**config.mk**
```make
export PLATFORM = sky130hd
export DESIGN_NAME = sfa_top
export DESIGN_NICKNAME = d
export VERILOG_FILES = /design/src/sfa_pkg.sv /design/src/sfa_link_if.sv /design/src/sfa_link_engine.sv /design/src/sfa_top.sv
export SDC_FILE = /design/constraint.sdc
export NUM_CORES = 1
export LEC_CHECK = 0
export BUFFER_PORTS_ARGS = -buffer_cell sky130_fd_sc_hd__buf_2
export CAP_MARGIN = 20
export CORE_UTILIZATION = 60
export CTS_BUF_LIST = sky130_fd_sc_hd__clkbuf_4 sky130_fd_sc_hd__clkbuf_8 sky130_fd_sc_hd__clkbuf_16
export DETAILED_ROUTE_END_ITERATION = 10
export PLACE_DENSITY = 0.87
export SETUP_SLACK_MARGIN = 0.3
export SYNTH_ARGS = -nofsm -noshare
export SYNTH_HDL_FRONTEND = slang
export SYNTH_SLANG_ARGS = --single-unit
```
**constraint.sdc**
```tcl
create_clock -name core_clk_in -period 9.59 [get_ports core_clk_in]
set_input_delay 1.4385 -clock core_clk_in [delete_from_list [all_inputs] [get_ports core_clk_in]]
set_output_delay 1.4385 -clock core_clk_in [all_outputs]
set_load 0.02 [all_outputs]
```
**src/sfa_pkg.sv**
```systemverilog
package sfa_pkg;
   // ************************************************
   // Timing
   // ************************************************
   localparam int CLK_PERIOD_NS = 8;
   localparam int SCK_HALF_NS = 16;
   localparam int SCK_HALF_CYC = (SCK_HALF_NS + CLK_PERIOD_NS - 1) / CLK_PERIOD_NS;
   localparam int CS_HIGH_NS = 40;
   localparam int CS_HIGH_CYC = (CS_HIGH_NS + CLK_PERIOD_NS - 1) / CLK_PERIOD_NS;
   // ************************************************
   // Frame layout
   // ************************************************
   localparam logic [6:0] BITS_CMD_ADDR = 7'h20;
   localparam logic [6:0] BITS_CMD_DATA = 7'h28;
   localparam logic [6:0] BITS_FULL = 7'h40;
   localparam logic [6:0] BITS_RDATA = 7'h20;
   localparam logic [7:0] OE_N_IDLE = 8'hff;
   // ************************************************
   // Operations and commands
   // ************************************************
   localparam logic [1:0] OP_READ = 2'h0;
   localparam logic [1:0] OP_PROG = 2'h1;
   localparam logic [1:0] OP_ERASE = 2'h2;
   localparam logic [1:0] OP_CONFIG = 2'h3;
   localparam logic [7:0] CMD_READ = 8'h03;
   localparam logic [7:0] CMD_PROG = 8'h02;
   localparam logic [7:0] CMD_ERASE = 8'h20;
   localparam logic [7:0] CMD_CONFIG = 8'h01;
   localparam logic PROC_APP = 1'b1;
   typedef enum logic [1:0] {
      SFA_ARB_IDLE = 2'h0,
      SFA_ARB_RUN = 2'h1,
      SFA_ARB_RESP = 2'h3
   } sfa_arb_t;
   typedef enum logic [1:0] {
      SFA_LK_IDLE = 2'h0,
      SFA_LK_SHIFT = 2'h1,
      SFA_LK_GAP = 2'h3
   } sfa_lk_t;
endpackage

```
**src/sfa_link_if.sv**
```systemverilog
`timescale 1ns/1ns
`default_nettype none
interface sfa_link_if;
   logic start;
   logic [1:0] op;
   logic cs1;
   logic [23:0] addr;
   logic [31:0] wdata;
   logic [1:0] width;
   logic mode3;
   logic busy;
   logic done;
   logic [31:0] rdata;
   modport arb (output start, op, cs1, addr, wdata, width, mode3, input busy, done, rdata);
   modport eng (input start, op, cs1, addr, wdata, width, mode3, output busy, done, rdata);
endinterface
`default_nettype wire

```
**src/sfa_link_engine.sv**
```systemverilog
`timescale 1ns/1ns
`default_nettype none
module sfa_link_engine (
   // Clock and reset
   input wire logic core_clk_in,
   input wire logic rst_in,
   // Transaction side
   sfa_link_if.eng lk,
   // Flash pins
   input wire logic [7:0] dq_in,
   output logic sclk_out,
   output logic sel0_n_out,
   output logic sel1_n_out,
   output logic [7:0] dq_out,
   output logic [7:0] dq_oe_n_out
);
   sfa_pkg::sfa_lk_t st_r;
   logic [2:0] div_r;
   logic phase_r;
   logic [63:0] sh_r;
   logic [31:0] rx_r;
   logic [6:0] beats_r;
   logic [6:0] out_r;
   logic [2:0] gap_r;
   logic [1:0] width_r;
   logic mode3_r;
   logic done_r;
   logic [7:0] dq_nxt_w;

   // ************************************************
   // Decode
   // ************************************************
   wire [3:0] lanes_w = 4'h1 << width_r;
   wire [7:0] mask_w = 8'((9'h001 << lanes_w) - 9'h001);
   wire tick_w = (div_r == 3'(sfa_pkg::SCK_HALF_CYC - 1));
   wire last_w = (beats_r == 7'h01);
   wire is_rd_w = (lk.op == sfa_pkg::OP_READ);
   wire [7:0] cmd_w = is_rd_w ? sfa_pkg::CMD_READ :
      (lk.op == sfa_pkg::OP_PROG) ? sfa_pkg::CMD_PROG :
      (lk.op == sfa_pkg::OP_ERASE) ? sfa_pkg::CMD_ERASE : sfa_pkg::CMD_CONFIG;
   wire [31:0] tail_w = (lk.op == sfa_pkg::OP_PROG) ? lk.wdata : 32'h0;
   wire [63:0] frame_w = (lk.op == sfa_pkg::OP_CONFIG) ?
      {cmd_w, lk.wdata, 24'h0} : {cmd_w, lk.addr, tail_w};
   wire [6:0] obits_w = (lk.op == sfa_pkg::OP_PROG) ? sfa_pkg::BITS_FULL :
      (lk.op == sfa_pkg::OP_CONFIG) ? sfa_pkg::BITS_CMD_DATA : sfa_pkg::BITS_CMD_ADDR;
   wire [6:0] bits_w = obits_w + (is_rd_w ? sfa_pkg::BITS_RDATA : 7'h00);

   // Most significant bit leaves on the highest active lane.
   genvar i;
   generate
      for (i = 0; i < 8; i++) begin : g_lane
         assign dq_nxt_w[i] = mask_w[i] & sh_r[6'(7'd64 + 7'(i) - 7'(lanes_w))];
      end
   endgenerate

   assign lk.busy = (st_r != sfa_pkg::SFA_LK_IDLE);
   assign lk.done = done_r;
   assign lk.rdata = rx_r;

   // ************************************************
   // Sequencer
   // ************************************************
   always_ff @(posedge core_clk_in) begin
      if (rst_in) begin
         st_r <= sfa_pkg::SFA_LK_IDLE;
         div_r <= 3'h0;
         phase_r <= 1'b0;
         sh_r <= 64'h0;
         rx_r <= 32'h0;
         beats_r <= 7'h0;
         out_r <= 7'h0;
         gap_r <= 3'h0;
         width_r <= 2'h0;
         mode3_r <= 1'b0;
         done_r <= 1'b0;
         sclk_out <= 1'b0;
         sel0_n_out <= 1'b1;
         sel1_n_out <= 1'b1;
         dq_out <= 8'h0;
         dq_oe_n_out <= sfa_pkg::OE_N_IDLE;
      end else begin
         done_r <= 1'b0;
         unique case (st_r)
            sfa_pkg::SFA_LK_IDLE: if (lk.start) begin
               sh_r <= frame_w;
               rx_r <= 32'h0;
               width_r <= lk.width;
               mode3_r <= lk.mode3;
               beats_r <= bits_w >> lk.width;
               out_r <= obits_w >> lk.width;
               div_r <= 3'h0;
               phase_r <= 1'b0;
               sclk_out <= 1'b0;
               sel0_n_out <= lk.cs1;
               sel1_n_out <= ~lk.cs1;
               st_r <= sfa_pkg::SFA_LK_SHIFT;
            end
            sfa_pkg::SFA_LK_SHIFT: begin
               dq_out <= dq_nxt_w;
               dq_oe_n_out <= (out_r != 7'h0) ? ~mask_w : sfa_pkg::OE_N_IDLE;
               div_r <= tick_w ? 3'h0 : div_r + 3'h1;
               if (tick_w) begin
                  phase_r <= ~phase_r;
                  sclk_out <= ~phase_r;
                  if (!phase_r) begin
                     if (out_r == 7'h0) begin
                        rx_r <= (rx_r << lanes_w) | {24'h0, dq_in & mask_w};
                     end
                  end else begin
                     sh_r <= sh_r << lanes_w;
                     beats_r <= beats_r - 7'h01;
                     if (out_r != 7'h0) begin
                        out_r <= out_r - 7'h01;
                     end
                     if (last_w) begin
                        st_r <= sfa_pkg::SFA_LK_GAP;
                        gap_r <= 3'h0;
                        sel0_n_out <= 1'b1;
                        sel1_n_out <= 1'b1;
                        sclk_out <= mode3_r;
                        dq_oe_n_out <= sfa_pkg::OE_N_IDLE;
                     end
                  end
               end
            end
            sfa_pkg::SFA_LK_GAP: begin
               gap_r <= gap_r + 3'h1;
               if (gap_r == 3'(sfa_pkg::CS_HIGH_CYC - 1)) begin
                  st_r <= sfa_pkg::SFA_LK_IDLE;
                  done_r <= 1'b1;
               end
            end
         endcase
      end
   end

   a_one_select: assert property (@(posedge core_clk_in) disable iff (rst_in)
      (sel0_n_out | sel1_n_out)) else $error("both flash selects low");
   a_idle_level: assert property (@(posedge core_clk_in) disable iff (rst_in)
      (st_r == sfa_pkg::SFA_LK_IDLE) |-> (sclk_out == mode3_r))
      else $error("serial clock not at idle level");
   a_lane_unused: assert property (@(posedge core_clk_in) disable iff (rst_in)
      (st_r == sfa_pkg::SFA_LK_SHIFT) |-> ((~dq_oe_n_out & ~mask_w) == 8'h0))
      else $error("unused lane driven");
   a_gap_length: assert property (@(posedge core_clk_in) disable iff (rst_in)
      ($past(st_r) == sfa_pkg::SFA_LK_SHIFT && st_r == sfa_pkg::SFA_LK_GAP) |->
      (st_r == sfa_pkg::SFA_LK_GAP)[*5] ##1 (st_r == sfa_pkg::SFA_LK_IDLE && done_r))
      else $error("select high time wrong");
endmodule
`default_nettype wire

```
**src/sfa_top.sv**
```systemverilog
`timescale 1ns/1ns
`default_nettype none
// Contract
// - Link uses 1, 2, 4 or 8 data lanes at single data rate.
// - Fetched instruction words are decrypted before reaching the instruction cache.
// - Fetches use the direct path; data transfers use the indirect path.
// - With hardware control on, direct and indirect paths run concurrently.
// - Each processor has separate direct and indirect subordinate ports.
// - Hardware arbitrates between both processors' controllers without software.
// - Both controllers are multiplexed onto the one shared serial link.
// - The shared flash is split into two regions, one per processor.
// - Only two arrangements exist: shared flash or one flash per processor.
// - In shared mode only the network processor configures, programs, erases.
// - In shared mode the application processor may only fetch directly.
// - In shared mode the application processor reads only its own region.
// - In shared mode the network processor reaches the whole flash.
// - After reset code is fetched from flash and executed in place.
// - Protected code in flash cannot be programmed or erased.
// - In separate mode the application processor fully owns its flash.
// - Link runs in clock mode 0 or mode 3.
module sfa_top (
   // Clock and reset
   input wire logic core_clk_in,
   input wire logic rst_in,
   // Arrangement and policy
   input wire logic shared_mode_in,
   input wire logic hw_ctrl_en_in,
   input wire logic wp_en_in,
   input wire logic [23:0] region_split_in,
   input wire logic [23:0] code_limit_in,
   input wire logic [1:0] width_in,
   input wire logic mode3_in,
   // Direct fetch ports, index 0 network, 1 application
   input wire logic [1:0] dir_req_in,
   input wire logic [1:0][23:0] dir_addr_in,
   input wire logic [1:0] dec_en_in,
   input wire logic [1:0][31:0] keystream_in,
   output logic [1:0] dir_ready_out,
   output logic [1:0] dir_err_out,
   output logic [1:0][31:0] dir_rdata_out,
   // Indirect data ports
   input wire logic [1:0] ind_req_in,
   input wire logic [1:0][1:0] ind_op_in,
   input wire logic [1:0][23:0] ind_addr_in,
   input wire logic [1:0][31:0] ind_wdata_in,
   output logic [1:0] ind_ready_out,
   output logic [1:0] ind_err_out,
   output logic [1:0][31:0] ind_rdata_out,
   // Flash pins
   input wire logic [7:0] dq_in,
   output logic sclk_out,
   output logic flash_select_0_n_out,
   output logic flash_select_1_n_out,
   output logic [7:0] dq_out,
   output logic [7:0] dq_oe_n_out
);
   sfa_pkg::sfa_arb_t st_r;
   logic [1:0] last_r;
   logic [1:0] cur_r;
   logic start_r;
   logic err_r;
   logic [1:0] op_r;
   logic [23:0] addr_r;
   logic [31:0] wdata_r;
   logic cs1_r;
   logic [1:0] sel_w;
   logic [3:0] pend_w;

   sfa_link_if lk_i ();

   // ************************************************
   // Request decode
   // ************************************************
   // Without hardware control a controller's indirect job holds off its fetches.
   assign pend_w = {ind_req_in, dir_req_in & ({2{hw_ctrl_en_in}} | ~ind_req_in)};
   wire any_w = |pend_w;
   wire sel_proc_w = sel_w[0];
   wire sel_ind_w = sel_w[1];
   wire [23:0] sel_addr_w = sel_ind_w ? ind_addr_in[sel_proc_w] : dir_addr_in[sel_proc_w];
   wire [1:0] sel_op_w = sel_ind_w ? ind_op_in[sel_proc_w] : sfa_pkg::OP_READ;
   wire app_w = (sel_proc_w == sfa_pkg::PROC_APP);
   wire out_region_w = (sel_addr_w >= region_split_in);
   wire deny_share_w = shared_mode_in & app_w & (sel_ind_w | out_region_w);
   wire is_mod_w = (sel_op_w == sfa_pkg::OP_PROG) | (sel_op_w == sfa_pkg::OP_ERASE);
   wire deny_wp_w = wp_en_in & is_mod_w & (sel_addr_w < code_limit_in);
   wire deny_w = deny_share_w | deny_wp_w;
   // Shared mode keeps everything on select 0 unless hardware control splits paths.
   wire cs1_w = shared_mode_in ? (hw_ctrl_en_in & sel_ind_w) : app_w;
   wire cur_proc_w = cur_r[0];
   wire [31:0] key_w = dec_en_in[cur_proc_w] ? keystream_in[cur_proc_w] : 32'h0;
   wire [31:0] dec_word_w = lk_i.rdata ^ key_w;

   assign lk_i.start = start_r;
   assign lk_i.op = op_r;
   assign lk_i.cs1 = cs1_r;
   assign lk_i.addr = addr_r;
   assign lk_i.wdata = wdata_r;
   assign lk_i.width = width_in;
   assign lk_i.mode3 = mode3_in;

   // ************************************************
   // Round robin pick
   // ************************************************
   always_comb begin
      logic [1:0] idx;
      logic found;
      idx = 2'h0;
      found = 1'b0;
      sel_w = last_r;
      for (int k = 1; k <= 4; k++) begin
         idx = last_r + 2'(k);
         if (!found && pend_w[idx]) begin
            sel_w = idx;
            found = 1'b1;
         end
      end
   end

   // ************************************************
   // Arbiter
   // ************************************************
   always_ff @(posedge core_clk_in) begin
      if (rst_in) begin
         st_r <= sfa_pkg::SFA_ARB_IDLE;
         last_r <= 2'h3;
         cur_r <= 2'h0;
         start_r <= 1'b0;
         err_r <= 1'b0;
         op_r <= sfa_pkg::OP_READ;
         addr_r <= 24'h0;
         wdata_r <= 32'h0;
         cs1_r <= 1'b0;
         dir_ready_out <= 2'h0;
         dir_err_out <= 2'h0;
         dir_rdata_out <= '0;
         ind_ready_out <= 2'h0;
         ind_err_out <= 2'h0;
         ind_rdata_out <= '0;
      end else begin
         start_r <= 1'b0;
         dir_ready_out <= 2'h0;
         dir_err_out <= 2'h0;
         ind_ready_out <= 2'h0;
         ind_err_out <= 2'h0;
         unique case (st_r)
            sfa_pkg::SFA_ARB_IDLE: if (any_w && !lk_i.busy) begin
               cur_r <= sel_w;
               last_r <= sel_w;
               op_r <= sel_op_w;
               addr_r <= sel_addr_w;
               wdata_r <= ind_wdata_in[sel_proc_w];
               cs1_r <= cs1_w;
               err_r <= deny_w;
               if (deny_w) begin
                  st_r <= sfa_pkg::SFA_ARB_RESP;
                  if (sel_ind_w) begin
                     ind_err_out[sel_proc_w] <= 1'b1;
                  end else begin
                     dir_err_out[sel_proc_w] <= 1'b1;
                  end
               end else begin
                  start_r <= 1'b1;
                  st_r <= sfa_pkg::SFA_ARB_RUN;
               end
            end
            sfa_pkg::SFA_ARB_RUN: if (lk_i.done) begin
               st_r <= sfa_pkg::SFA_ARB_RESP;
               if (cur_r[1]) begin
                  ind_ready_out[cur_proc_w] <= 1'b1;
                  ind_rdata_out[cur_proc_w] <= lk_i.rdata;
               end else begin
                  dir_ready_out[cur_proc_w] <= 1'b1;
                  dir_rdata_out[cur_proc_w] <= dec_word_w;
               end
            end
            sfa_pkg::SFA_ARB_RESP: st_r <= sfa_pkg::SFA_ARB_IDLE;
         endcase
      end
   end

   // ************************************************
   // Shared link
   // ************************************************
   sfa_link_engine sfa_link_engine_i (
      .core_clk_in(core_clk_in),
      .rst_in(rst_in),
      .lk(lk_i.eng),
      .dq_in(dq_in),
      .sclk_out(sclk_out),
      .sel0_n_out(flash_select_0_n_out),
      .sel1_n_out(flash_select_1_n_out),
      .dq_out(dq_out),
      .dq_oe_n_out(dq_oe_n_out)
   );

   wire idle_pick_w = (st_r == sfa_pkg::SFA_ARB_IDLE) && any_w && !lk_i.busy;

   a_app_fetch_only: assert property (@(posedge core_clk_in) disable iff (rst_in)
      (idle_pick_w && shared_mode_in && sel_w == 2'h3) |=>
      (st_r == sfa_pkg::SFA_ARB_RESP && err_r && ind_err_out[1]))
      else $error("application indirect access not refused");
   a_app_region: assert property (@(posedge core_clk_in) disable iff (rst_in)
      (idle_pick_w && shared_mode_in && sel_w == 2'h1 && out_region_w) |=>
      dir_err_out[1] ##1 (st_r == sfa_pkg::SFA_ARB_IDLE))
      else $error("application read outside region not refused");
   a_net_open: assert property (@(posedge core_clk_in) disable iff (rst_in)
      (idle_pick_w && !sel_proc_w && !deny_wp_w) |=> start_r)
      else $error("network access not started");
   a_deny_nolink: assert property (@(posedge core_clk_in) disable iff (rst_in)
      (idle_pick_w && deny_w) |=> (!start_r)[*2])
      else $error("refused access reached the link");
   a_rr_alternate: assert property (@(posedge core_clk_in) disable iff (rst_in)
      (idle_pick_w && pend_w[0] && pend_w[1] && last_r == 2'h0) |-> (sel_w == 2'h1))
      else $error("arbiter did not alternate");
   a_grant_gap: assert property (@(posedge core_clk_in) disable iff (rst_in)
      start_r |-> !lk_i.busy)
      else $error("grant during a frame");
   a_fetch_decrypt: assert property (@(posedge core_clk_in) disable iff (rst_in)
      (st_r == sfa_pkg::SFA_ARB_RUN && lk_i.done && !cur_r[1]) |=>
      (dir_rdata_out[$past(cur_proc_w)] == $past(dec_word_w)))
      else $error("fetched word not decrypted");
endmodule
`default_nettype wire

```
After elaboration in Yosys (flattened, before gate mapping)
Index checks and enable logic that the tools add are counted.
- add/subtract/negate cells: 17
- $lt $le $gt $ge: 18
- equality and inequality tests: 22
- shift operators: 6
- multiplexer cells: 118
- bitwise gates (word level): 33
- reduce and logical (&&, ||, !) cells: 38
- operators by type and width (cell ; count):
    two-way mux 32 bit ; 11
    two-way mux 64 bit ; 3
    bitwise mux 64 bit ; 2
    case mux 64 bit (2 select lines) ; 1
    two-way mux 24 bit ; 5
    case mux 32 bit (2 select lines) ; 1
    left shift 64 x 4 -> 64 bit ; 1
    less-than comparator 6 x 7 -> 1 bit (second input constant) ; 8
    two-way mux 56 bit ; 1
    two-way mux 7 bit ; 8
    binary-select mux 1 bit (select 6 bit) ; 8
    two-way mux 8 bit ; 6
    demux 32 bit (select 1 bit) ; 1
    two-way mux 1 bit ; 32
    bitwise OR 32 x 8 -> 32 bit ; 1
    left shift 32 x 4 -> 32 bit ; 1
    XOR 32 bit ; 1
    two-way mux 2 bit ; 15
    case mux 7 bit (2 select lines) ; 2
    greater-or-equal comparator 24 bit ; 1
    less-than comparator 24 bit ; 1
    AND reduction 5 bit ; 4
    subtractor 3 x 4 -> 5 bit (first input constant) ; 4
    two-way mux 3 bit ; 5
    other kinds (49) ; 129
- register bits after elaboration: 344
- output and inout port bits: 155
- logic and storage cells: 284

Depth between registers and ports, before layout
- depth in word-level cells: 26
- gate-level depth with buffers: 16
- gate-level depth less buffers: 13

Hierarchy
A second synthesis with hierarchy kept.
- cells, all modules: 2598
- area total of the unflattened synthesis: 21300.4 µm²
- by module, submodules not included (module ; instances ; cells an instance ; area an instance (µm²) ; sequential area each (µm²)):
    sfa_link_engine ; 1 ; 1346 ; 11199.5 ; 2782.7
    sfa_top ; 1 ; 1252 ; 10100.9 ; 4043.9

Worst setup path after synthesis
No wires, ideal clock.
- path kind: input port to flip-flop
- start point: input port ind_req_in[0]
- end point: register start_r, in the netlist lk_i.start
- data arrival time: 4.402 ns
- slack: 5.072 ns
- stages: 14
- path buffers: 2
- cell sequence: nand3b_1 > and4_4 > nor3_1 > buf_2 > buf_1 > mux2i_1 > ha_1 > a21o_1 > a21o_1 > a221oi_1 > o2111ai_1 > nor3_1 > o21ai_2 > and3_1
- RTL lines (item ; RTL line ; source):
    from (decl) ; sfa_top.sv:42 ; input wire logic [1:0] ind_req_in,
    inverter 2 bit ; sfa_top.sv:75 ; assign pend_w = {ind_req_in, dir_req_in & ({2{hw_ctrl_en_in}} | ~ind_req_in)};
    bitwise OR 2 bit ; sfa_top.sv:75 ;
    bitwise AND 2 bit ; sfa_top.sv:75 ;
    binary-select mux 1 bit (select 2 bit) ; sfa_top.sv:112 ; if (!found && pend_w[idx]) begin
    two-way mux 1 bit (not written as such) ; sfa_top.sv:112 ;
    two-way mux 1 bit ; sfa_top.sv:112 ;
    zero test 1 bit ; sfa_top.sv:112 ;
    logical AND 1 bit ; sfa_top.sv:112 ;
    [7 not listed] ; - ;
    two-way mux 24 bit (not written as such) (2 in series) ; sfa_top.sv:79 ; wire [23:0] sel_addr_w = sel_ind_w ? ind_addr_in[sel_proc_w] : dir_addr_in[sel_proc_w];
    two-way mux 24 bit * ; sfa_top.sv:79 ;
    via sel_addr_w[5] ; sfa_top.sv:79 ;
    greater-or-equal comparator 24 bit ; sfa_top.sv:82 ; wire out_region_w = (sel_addr_w >= region_split_in);
    bitwise OR 1 bit ; sfa_top.sv:83 ; wire deny_share_w = shared_mode_in & app_w & (sel_ind_w | out_region_w);
    bitwise AND 1 bit ; sfa_top.sv:83 ;
    bitwise OR 1 bit * ; sfa_top.sv:86 ; wire deny_w = deny_share_w | deny_wp_w;
    two-way mux 1 bit * ; sfa_top.sv:154 ; if (deny_w) begin
    to (signal assigned) ; sfa_top.sv:127 ; start_r <= 1'b0;
    to (signal assigned) ; sfa_top.sv:140 ; start_r <= 1'b0;
    to (signal assigned) ; sfa_top.sv:162 ; start_r <= 1'b1;
    to (decl) ; sfa_top.sv:60 ; logic start_r;
The timed path passes the listed nets; every way through them passes the cells marked *. The select of a mux whose other input is x is not followed.
A chain may end at the register's enable or synchronous reset.

Worst setup path in the final report
- start point: input port hw_ctrl_en_in
- end point: register st_r[1]
- RTL lines (item ; RTL line ; source):
    from (decl) ; sfa_top.sv:27 ; input wire logic hw_ctrl_en_in,
    bitwise OR 2 bit * ; sfa_top.sv:75 ;
    bitwise AND 2 bit * ; sfa_top.sv:75 ;
    binary-select mux 1 bit (select 2 bit) ; sfa_top.sv:112 ;
    two-way mux 1 bit (not written as such) ; sfa_top.sv:112 ;
    two-way mux 1 bit ; sfa_top.sv:112 ;
    zero test 1 bit ; sfa_top.sv:112 ;
    logical AND 1 bit ; sfa_top.sv:112 ;
    two-way mux 1 bit ; sfa_top.sv:112 ;
    [9 not listed] ; - ;
    via sel_addr_w[13] ; sfa_top.sv:79 ;
    greater-or-equal comparator 24 bit ; sfa_top.sv:82 ;
    bitwise OR 1 bit ; sfa_top.sv:83 ;
    bitwise AND 1 bit ; sfa_top.sv:83 ;
    bitwise OR 1 bit * ; sfa_top.sv:86 ;
    two-way mux 2 bit * ; sfa_top.sv:154 ;
    two-way mux 2 bit * ; sfa_top.sv:146 ; sfa_pkg::SFA_ARB_IDLE: if (any_w && !lk_i.busy) begin
    case mux 2 bit (3 select lines) * ; sfa_top.sv:145 ; unique case (st_r)
    to (signal assigned) ; sfa_top.sv:155 ; st_r <= sfa_pkg::SFA_ARB_RESP;
    to (signal assigned) ; sfa_top.sv:163 ; st_r <= sfa_pkg::SFA_ARB_RUN;
    to (signal assigned) ; sfa_top.sv:167 ; st_r <= sfa_pkg::SFA_ARB_RESP;
    to (decl) ; sfa_top.sv:57 ; sfa_pkg::sfa_arb_t st_r;
Marks and branches as above.

==> impl_metrics.py <==
metrics = {
    "status": {
        "run_status": "finished, final reports clean",
    },
    "drt": {
        "route.detailed.drc": 0,
        "vias": 21600,
        "drt_first_iter_violations": 2770,
        "wire_per_inst_um": 21.0,
        "drt.antenna.violating_nets": 0,
        "detail_route.wirelength_um": 71900,
        "route.detailed.vias_per_inst": 6.32,
        "drt_pre_antenna_iters": 9,
    },
    "sta": {
        "timing.clock.skew_ns": 0.0287,
        "max_clock_freq_mhz": 200,
        "finalSetupViolations": 0,
        "timing.final.max_slew_violations": 0,
        "timing.final.hold_violations": 0,
        "max-slew-margin-rel_pct": 23.0,
        "rsz0062_at_grt": "false",
        "finalSetupTns_ns": 0,
        "period_share_pct": 52.1,
        "fin_worst_hold_slack_ns": 0.448,
        "post-route-min-period_ns": 5.00,
        "worst_max_slew_pin_slew_ns": 1.16,
    },
    "job": {
        "maxCapViolations": 0,
    },
    "logic_synthesis": {
        "synth_seq_cells": 341,
        "synth.area.top_cells": "sky130_fd_sc_hd__dfxtp_1, sky130_fd_sc_hd__mux2i_1, sky130_fd_sc_hd__mux4_2, sky130_fd_sc_hd__nand2_1, sky130_fd_sc_hd__nor2_1",
        "synth_largest_type_area_fraction_pct": 32.3,
        "syn_inst": 2627,
        "synth_async_sr_flop_share_pct": 0,
        "synth.distinct_cells": 64,
        "synthDominantAreaCellType": "sky130_fd_sc_hd__dfxtp_1",
        "mappedNetlistNets": 2999,
        "synth_ff_type": "sky130_fd_sc_hd__dfxtp_1",
        "syn_avg_cell_area_um2": 8.06,
        "synth-warning-count": 0,
        "number_of_synthesized_flops_with_an_enable_pin": 0,
        "cell_area_after_synthesis_mm2": 0.0212,
        "ys_seq_area_share_pct": 32.3,
    },
    "clock_network": {
        "cts.reportedPaths.clkPinSlew_ns": 0.06,
        "cts_hold_buffers": 0,
        "htree_levels": 2,
        "ctsLongestPathBuffers": 3,
        "cts.repair_timing.setup_buffer_count": 0,
        "cts_resized": 0,
        "clock_buffers_created_by_tritoncts": 37,
        "clock-sinks": 341,
        "insertion_delay_ns": 0.55,
        "cts-root-buf": "sky130_fd_sc_hd__clkbuf_16",
        "tritoncts": "done",
    },
    "final_layout": {
        "final_layout_size_suffix_gt1_share_pct": 23.0,
        "fillCellCount": 2660,
        "area.growth.synth_to_final_pct": 17.3,
        "design.final.nets": 3303,
        "most_common_cell_after_layout_fill_and_taps_aside": "sky130_fd_sc_hd__buf_2",
        "most-common-layout-cells": "sky130_fd_sc_hd__buf_2, sky130_fd_sc_hd__nand2_1, sky130_fd_sc_hd__nor2_1",
    },
    "global_routing": {
        "gr-usage-all-layers_pct": 38.8,
        "first_global_vias": 20000,
        "grt_pass1_wl_um": 110000,
        "grt_overflow": 0,
        "grt_antenna_before_repair": 4,
        "grt_start_max_net_pins": 185,
    },
    "pwr": {
        "max-vdd-ir-drop_uv": 176,
        "cellLeakagePower_uw": 0.0106,
        "power_density_mw_per_mm2": 177,
    },
    "floorplanning": {
        "die_area_mm2": 0.0360,
        "die_width_um": 190,
        "io-pin-count": 453,
        "die_height_um": 190,
        "std_cell_core_area_mm2": 0.0346,
        "start_util_pct": 61.1,
        "core.rowCount": 68,
    },
    "worst_setup_path": {
        "cp_slowest_stage_delay_ns": 0.78,
        "critPathSlowestCell": "sky130_fd_sc_hd__buf_4",
        "crit_required_ns": 9.97,
        "critical_path.max_fanout": 59,
        "timing.critical_path.from_type": "primary input",
        "worstPathArrival_ns": 5.38,
        "worstSetupEndpointType": "flop",
        "critical_path.cell_chain": "buf_2, nand2b_1, nand3_1, a41o_4, buf_4, mux2i_1, mux2i_1, ha_1, a21o_1, a21o_1, a211oi_1, o41ai_1, o21ai_0, a21o_1, o221ai_1",
        "timing_worst_setup_path_type": "primary input to flop",
        "cpMostUsedCell": "sky130_fd_sc_hd__a21o_1",
    },
    "placement": {
        "place_hpwl_um": 51600,
        "numPortBuffers": 452,
        "gp_congestion": 0.959,
    },
    "hold_path": {
        "holdCritPathClass": "flop to flop",
    },
}
[report_power, final]
group	switching [µW]	total, µW	leakage [µW]	internal [µW]
clock network	607	1490	0.000642	887
registers	127	1640	0.00277	1510
logic	738	1260	0.00721	517
[registers in the layout (all words and copies together), names as in the netlist, 5 cells and up]
name / flops
sfa_link_engine_i.lk.rdata: 32
dir_rdata_out: 64
lk_i.wdata: 32
sfa_link_engine_i.sh_r: 64
sfa_link_engine_i.beats_r: 7
sfa_link_engine_i.dq_oe_n_out: 5
ind_rdata_out: 64
sfa_link_engine_i.out_r: 7
sfa_link_engine_i.dq_out: 8
addr_r: 24
[kinds of logic (layout without fill, tap and decap cells)]
| group | Yosys count | count (layout) | share of synthesized area, % |
|---|---|---|---|
| compound gates | 512 | 512 | 15.3 |
| xor+xnor | 40 | 40 | 1.66 |
| fa+ha+maj | 74 | 74 | 4.37 |
| buf+inv | 290 | 622 | 5.43 |
| flops | 341 | 341 | 32.3 |
| mux | 332 | 332 | 20.5 |
| other cells | 1 | 5 | 0.0177 |
| simple gates | 1037 | 1037 | 20.5 |
[cell type report]
cell class / count / area (µm²) / area share (%)
diodes: 4 / 10.0 / 0.0403
clock buffers: 58 / 1150 / 4.63
clock inverters: 9 / 130 / 0.524
inverters: 71 / 267 / 1.07
multi-input cells: 1996 / 13300 / 53.5
flip-flops and latches: 341 / 6830 / 27.5
well taps: 455 / 569 / 2.29
repair buffers: 484 / 2600 / 10.5
[final timing paths]
kind                                                                from                                  endpoint  slack, ns  cells after the start
worst min register to register  sfa_link_engine_i.dq_out[5]$_SDFFE_PP0P_  sfa_link_engine_i.dq_out[5]$_SDFFE_PP0P_       0.45                      2
worst max register to register                    last_r[1]$_SDFFE_PP1P_                      st_r[1]$_SDFFE_PP0P_       5.16                     14
worst max-delay path                                       hw_ctrl_en_in                      st_r[1]$_SDFFE_PP0P_       4.59                     15
worst min-delay path            sfa_link_engine_i.dq_out[5]$_SDFFE_PP0P_  sfa_link_engine_i.dq_out[5]$_SDFFE_PP0P_       0.45                      2
[per-layer routing]
| metal | part of all wire, % | vias to the layer above | global-route usage [%] |
|---|---|---|---|
| met3 | 9.0 | 262 | 6.29 |
| li1 | - | 9906 | - |
| met2 | 48 | 1380 | 66.7 |
| met4 | 5.6 | 0 | 20.9 |
| met1 | 37 | 10000 | 46.4 |
| met5 | 0 | - | 0 |
[stage by stage]
step / util [%] / worst slack [ns] / instance area (µm²) / std cells / power (µW)
after floorplan: - / 5.07 / 21200 / 2627 / 2520
after global placement: 67.6 / 4.27 / 23400 / 3341 / 2840
after detailed placement: 67.7 / 4.12 / 23400 / 3343 / 2870
after CTS: 71.4 / 4.66 / 24700 / 3410 / 4350
after global routing: 71.7 / 4.36 / 24800 / 3418 / 4560
final: 71.7 / 4.59 / 24800 / 3418 / 4390
[cell usage after synthesis, types with 11 or more instances]
cell type / count
sky130_fd_sc_hd__nand2b_1: 13
sky130_fd_sc_hd__a31oi_1: 20
sky130_fd_sc_hd__a21oi_1: 201
sky130_fd_sc_hd__dfxtp_1: 341
sky130_fd_sc_hd__nor2b_1: 11
sky130_fd_sc_hd__nand2_1: 401
sky130_fd_sc_hd__nand3_1: 52
sky130_fd_sc_hd__mux4_2: 78
sky130_fd_sc_hd__o21ai_0: 76
sky130_fd_sc_hd__buf_2: 33
sky130_fd_sc_hd__nor3_1: 118
sky130_fd_sc_hd__xor2_1: 38
sky130_fd_sc_hd__nor2_1: 386
sky130_fd_sc_hd__and3_1: 12
sky130_fd_sc_hd__mux2i_1: 226
sky130_fd_sc_hd__mux2_2: 28
sky130_fd_sc_hd__o211ai_1: 32
sky130_fd_sc_hd__ha_1: 74
sky130_fd_sc_hd__clkbuf_1: 156
sky130_fd_sc_hd__inv_1: 70
sky130_fd_sc_hd__a22oi_1: 21
sky130_fd_sc_hd__a221oi_1: 14
sky130_fd_sc_hd__a211oi_1: 72
sky130_fd_sc_hd__buf_1: 25
[worst max-delay path, delay by kind of cell]
| family | cells | cell delay (ns) |
|---|---|---|
| compound gates | 8 | 1.91 |
| simple gates | 2 | 0.25 |
| mux | 2 | 0.50 |
| buf+inv | 2 | 0.90 |
| fa+ha+maj | 1 | 0.32 |
Note: power is estimated with default switching activity, not from simulation.
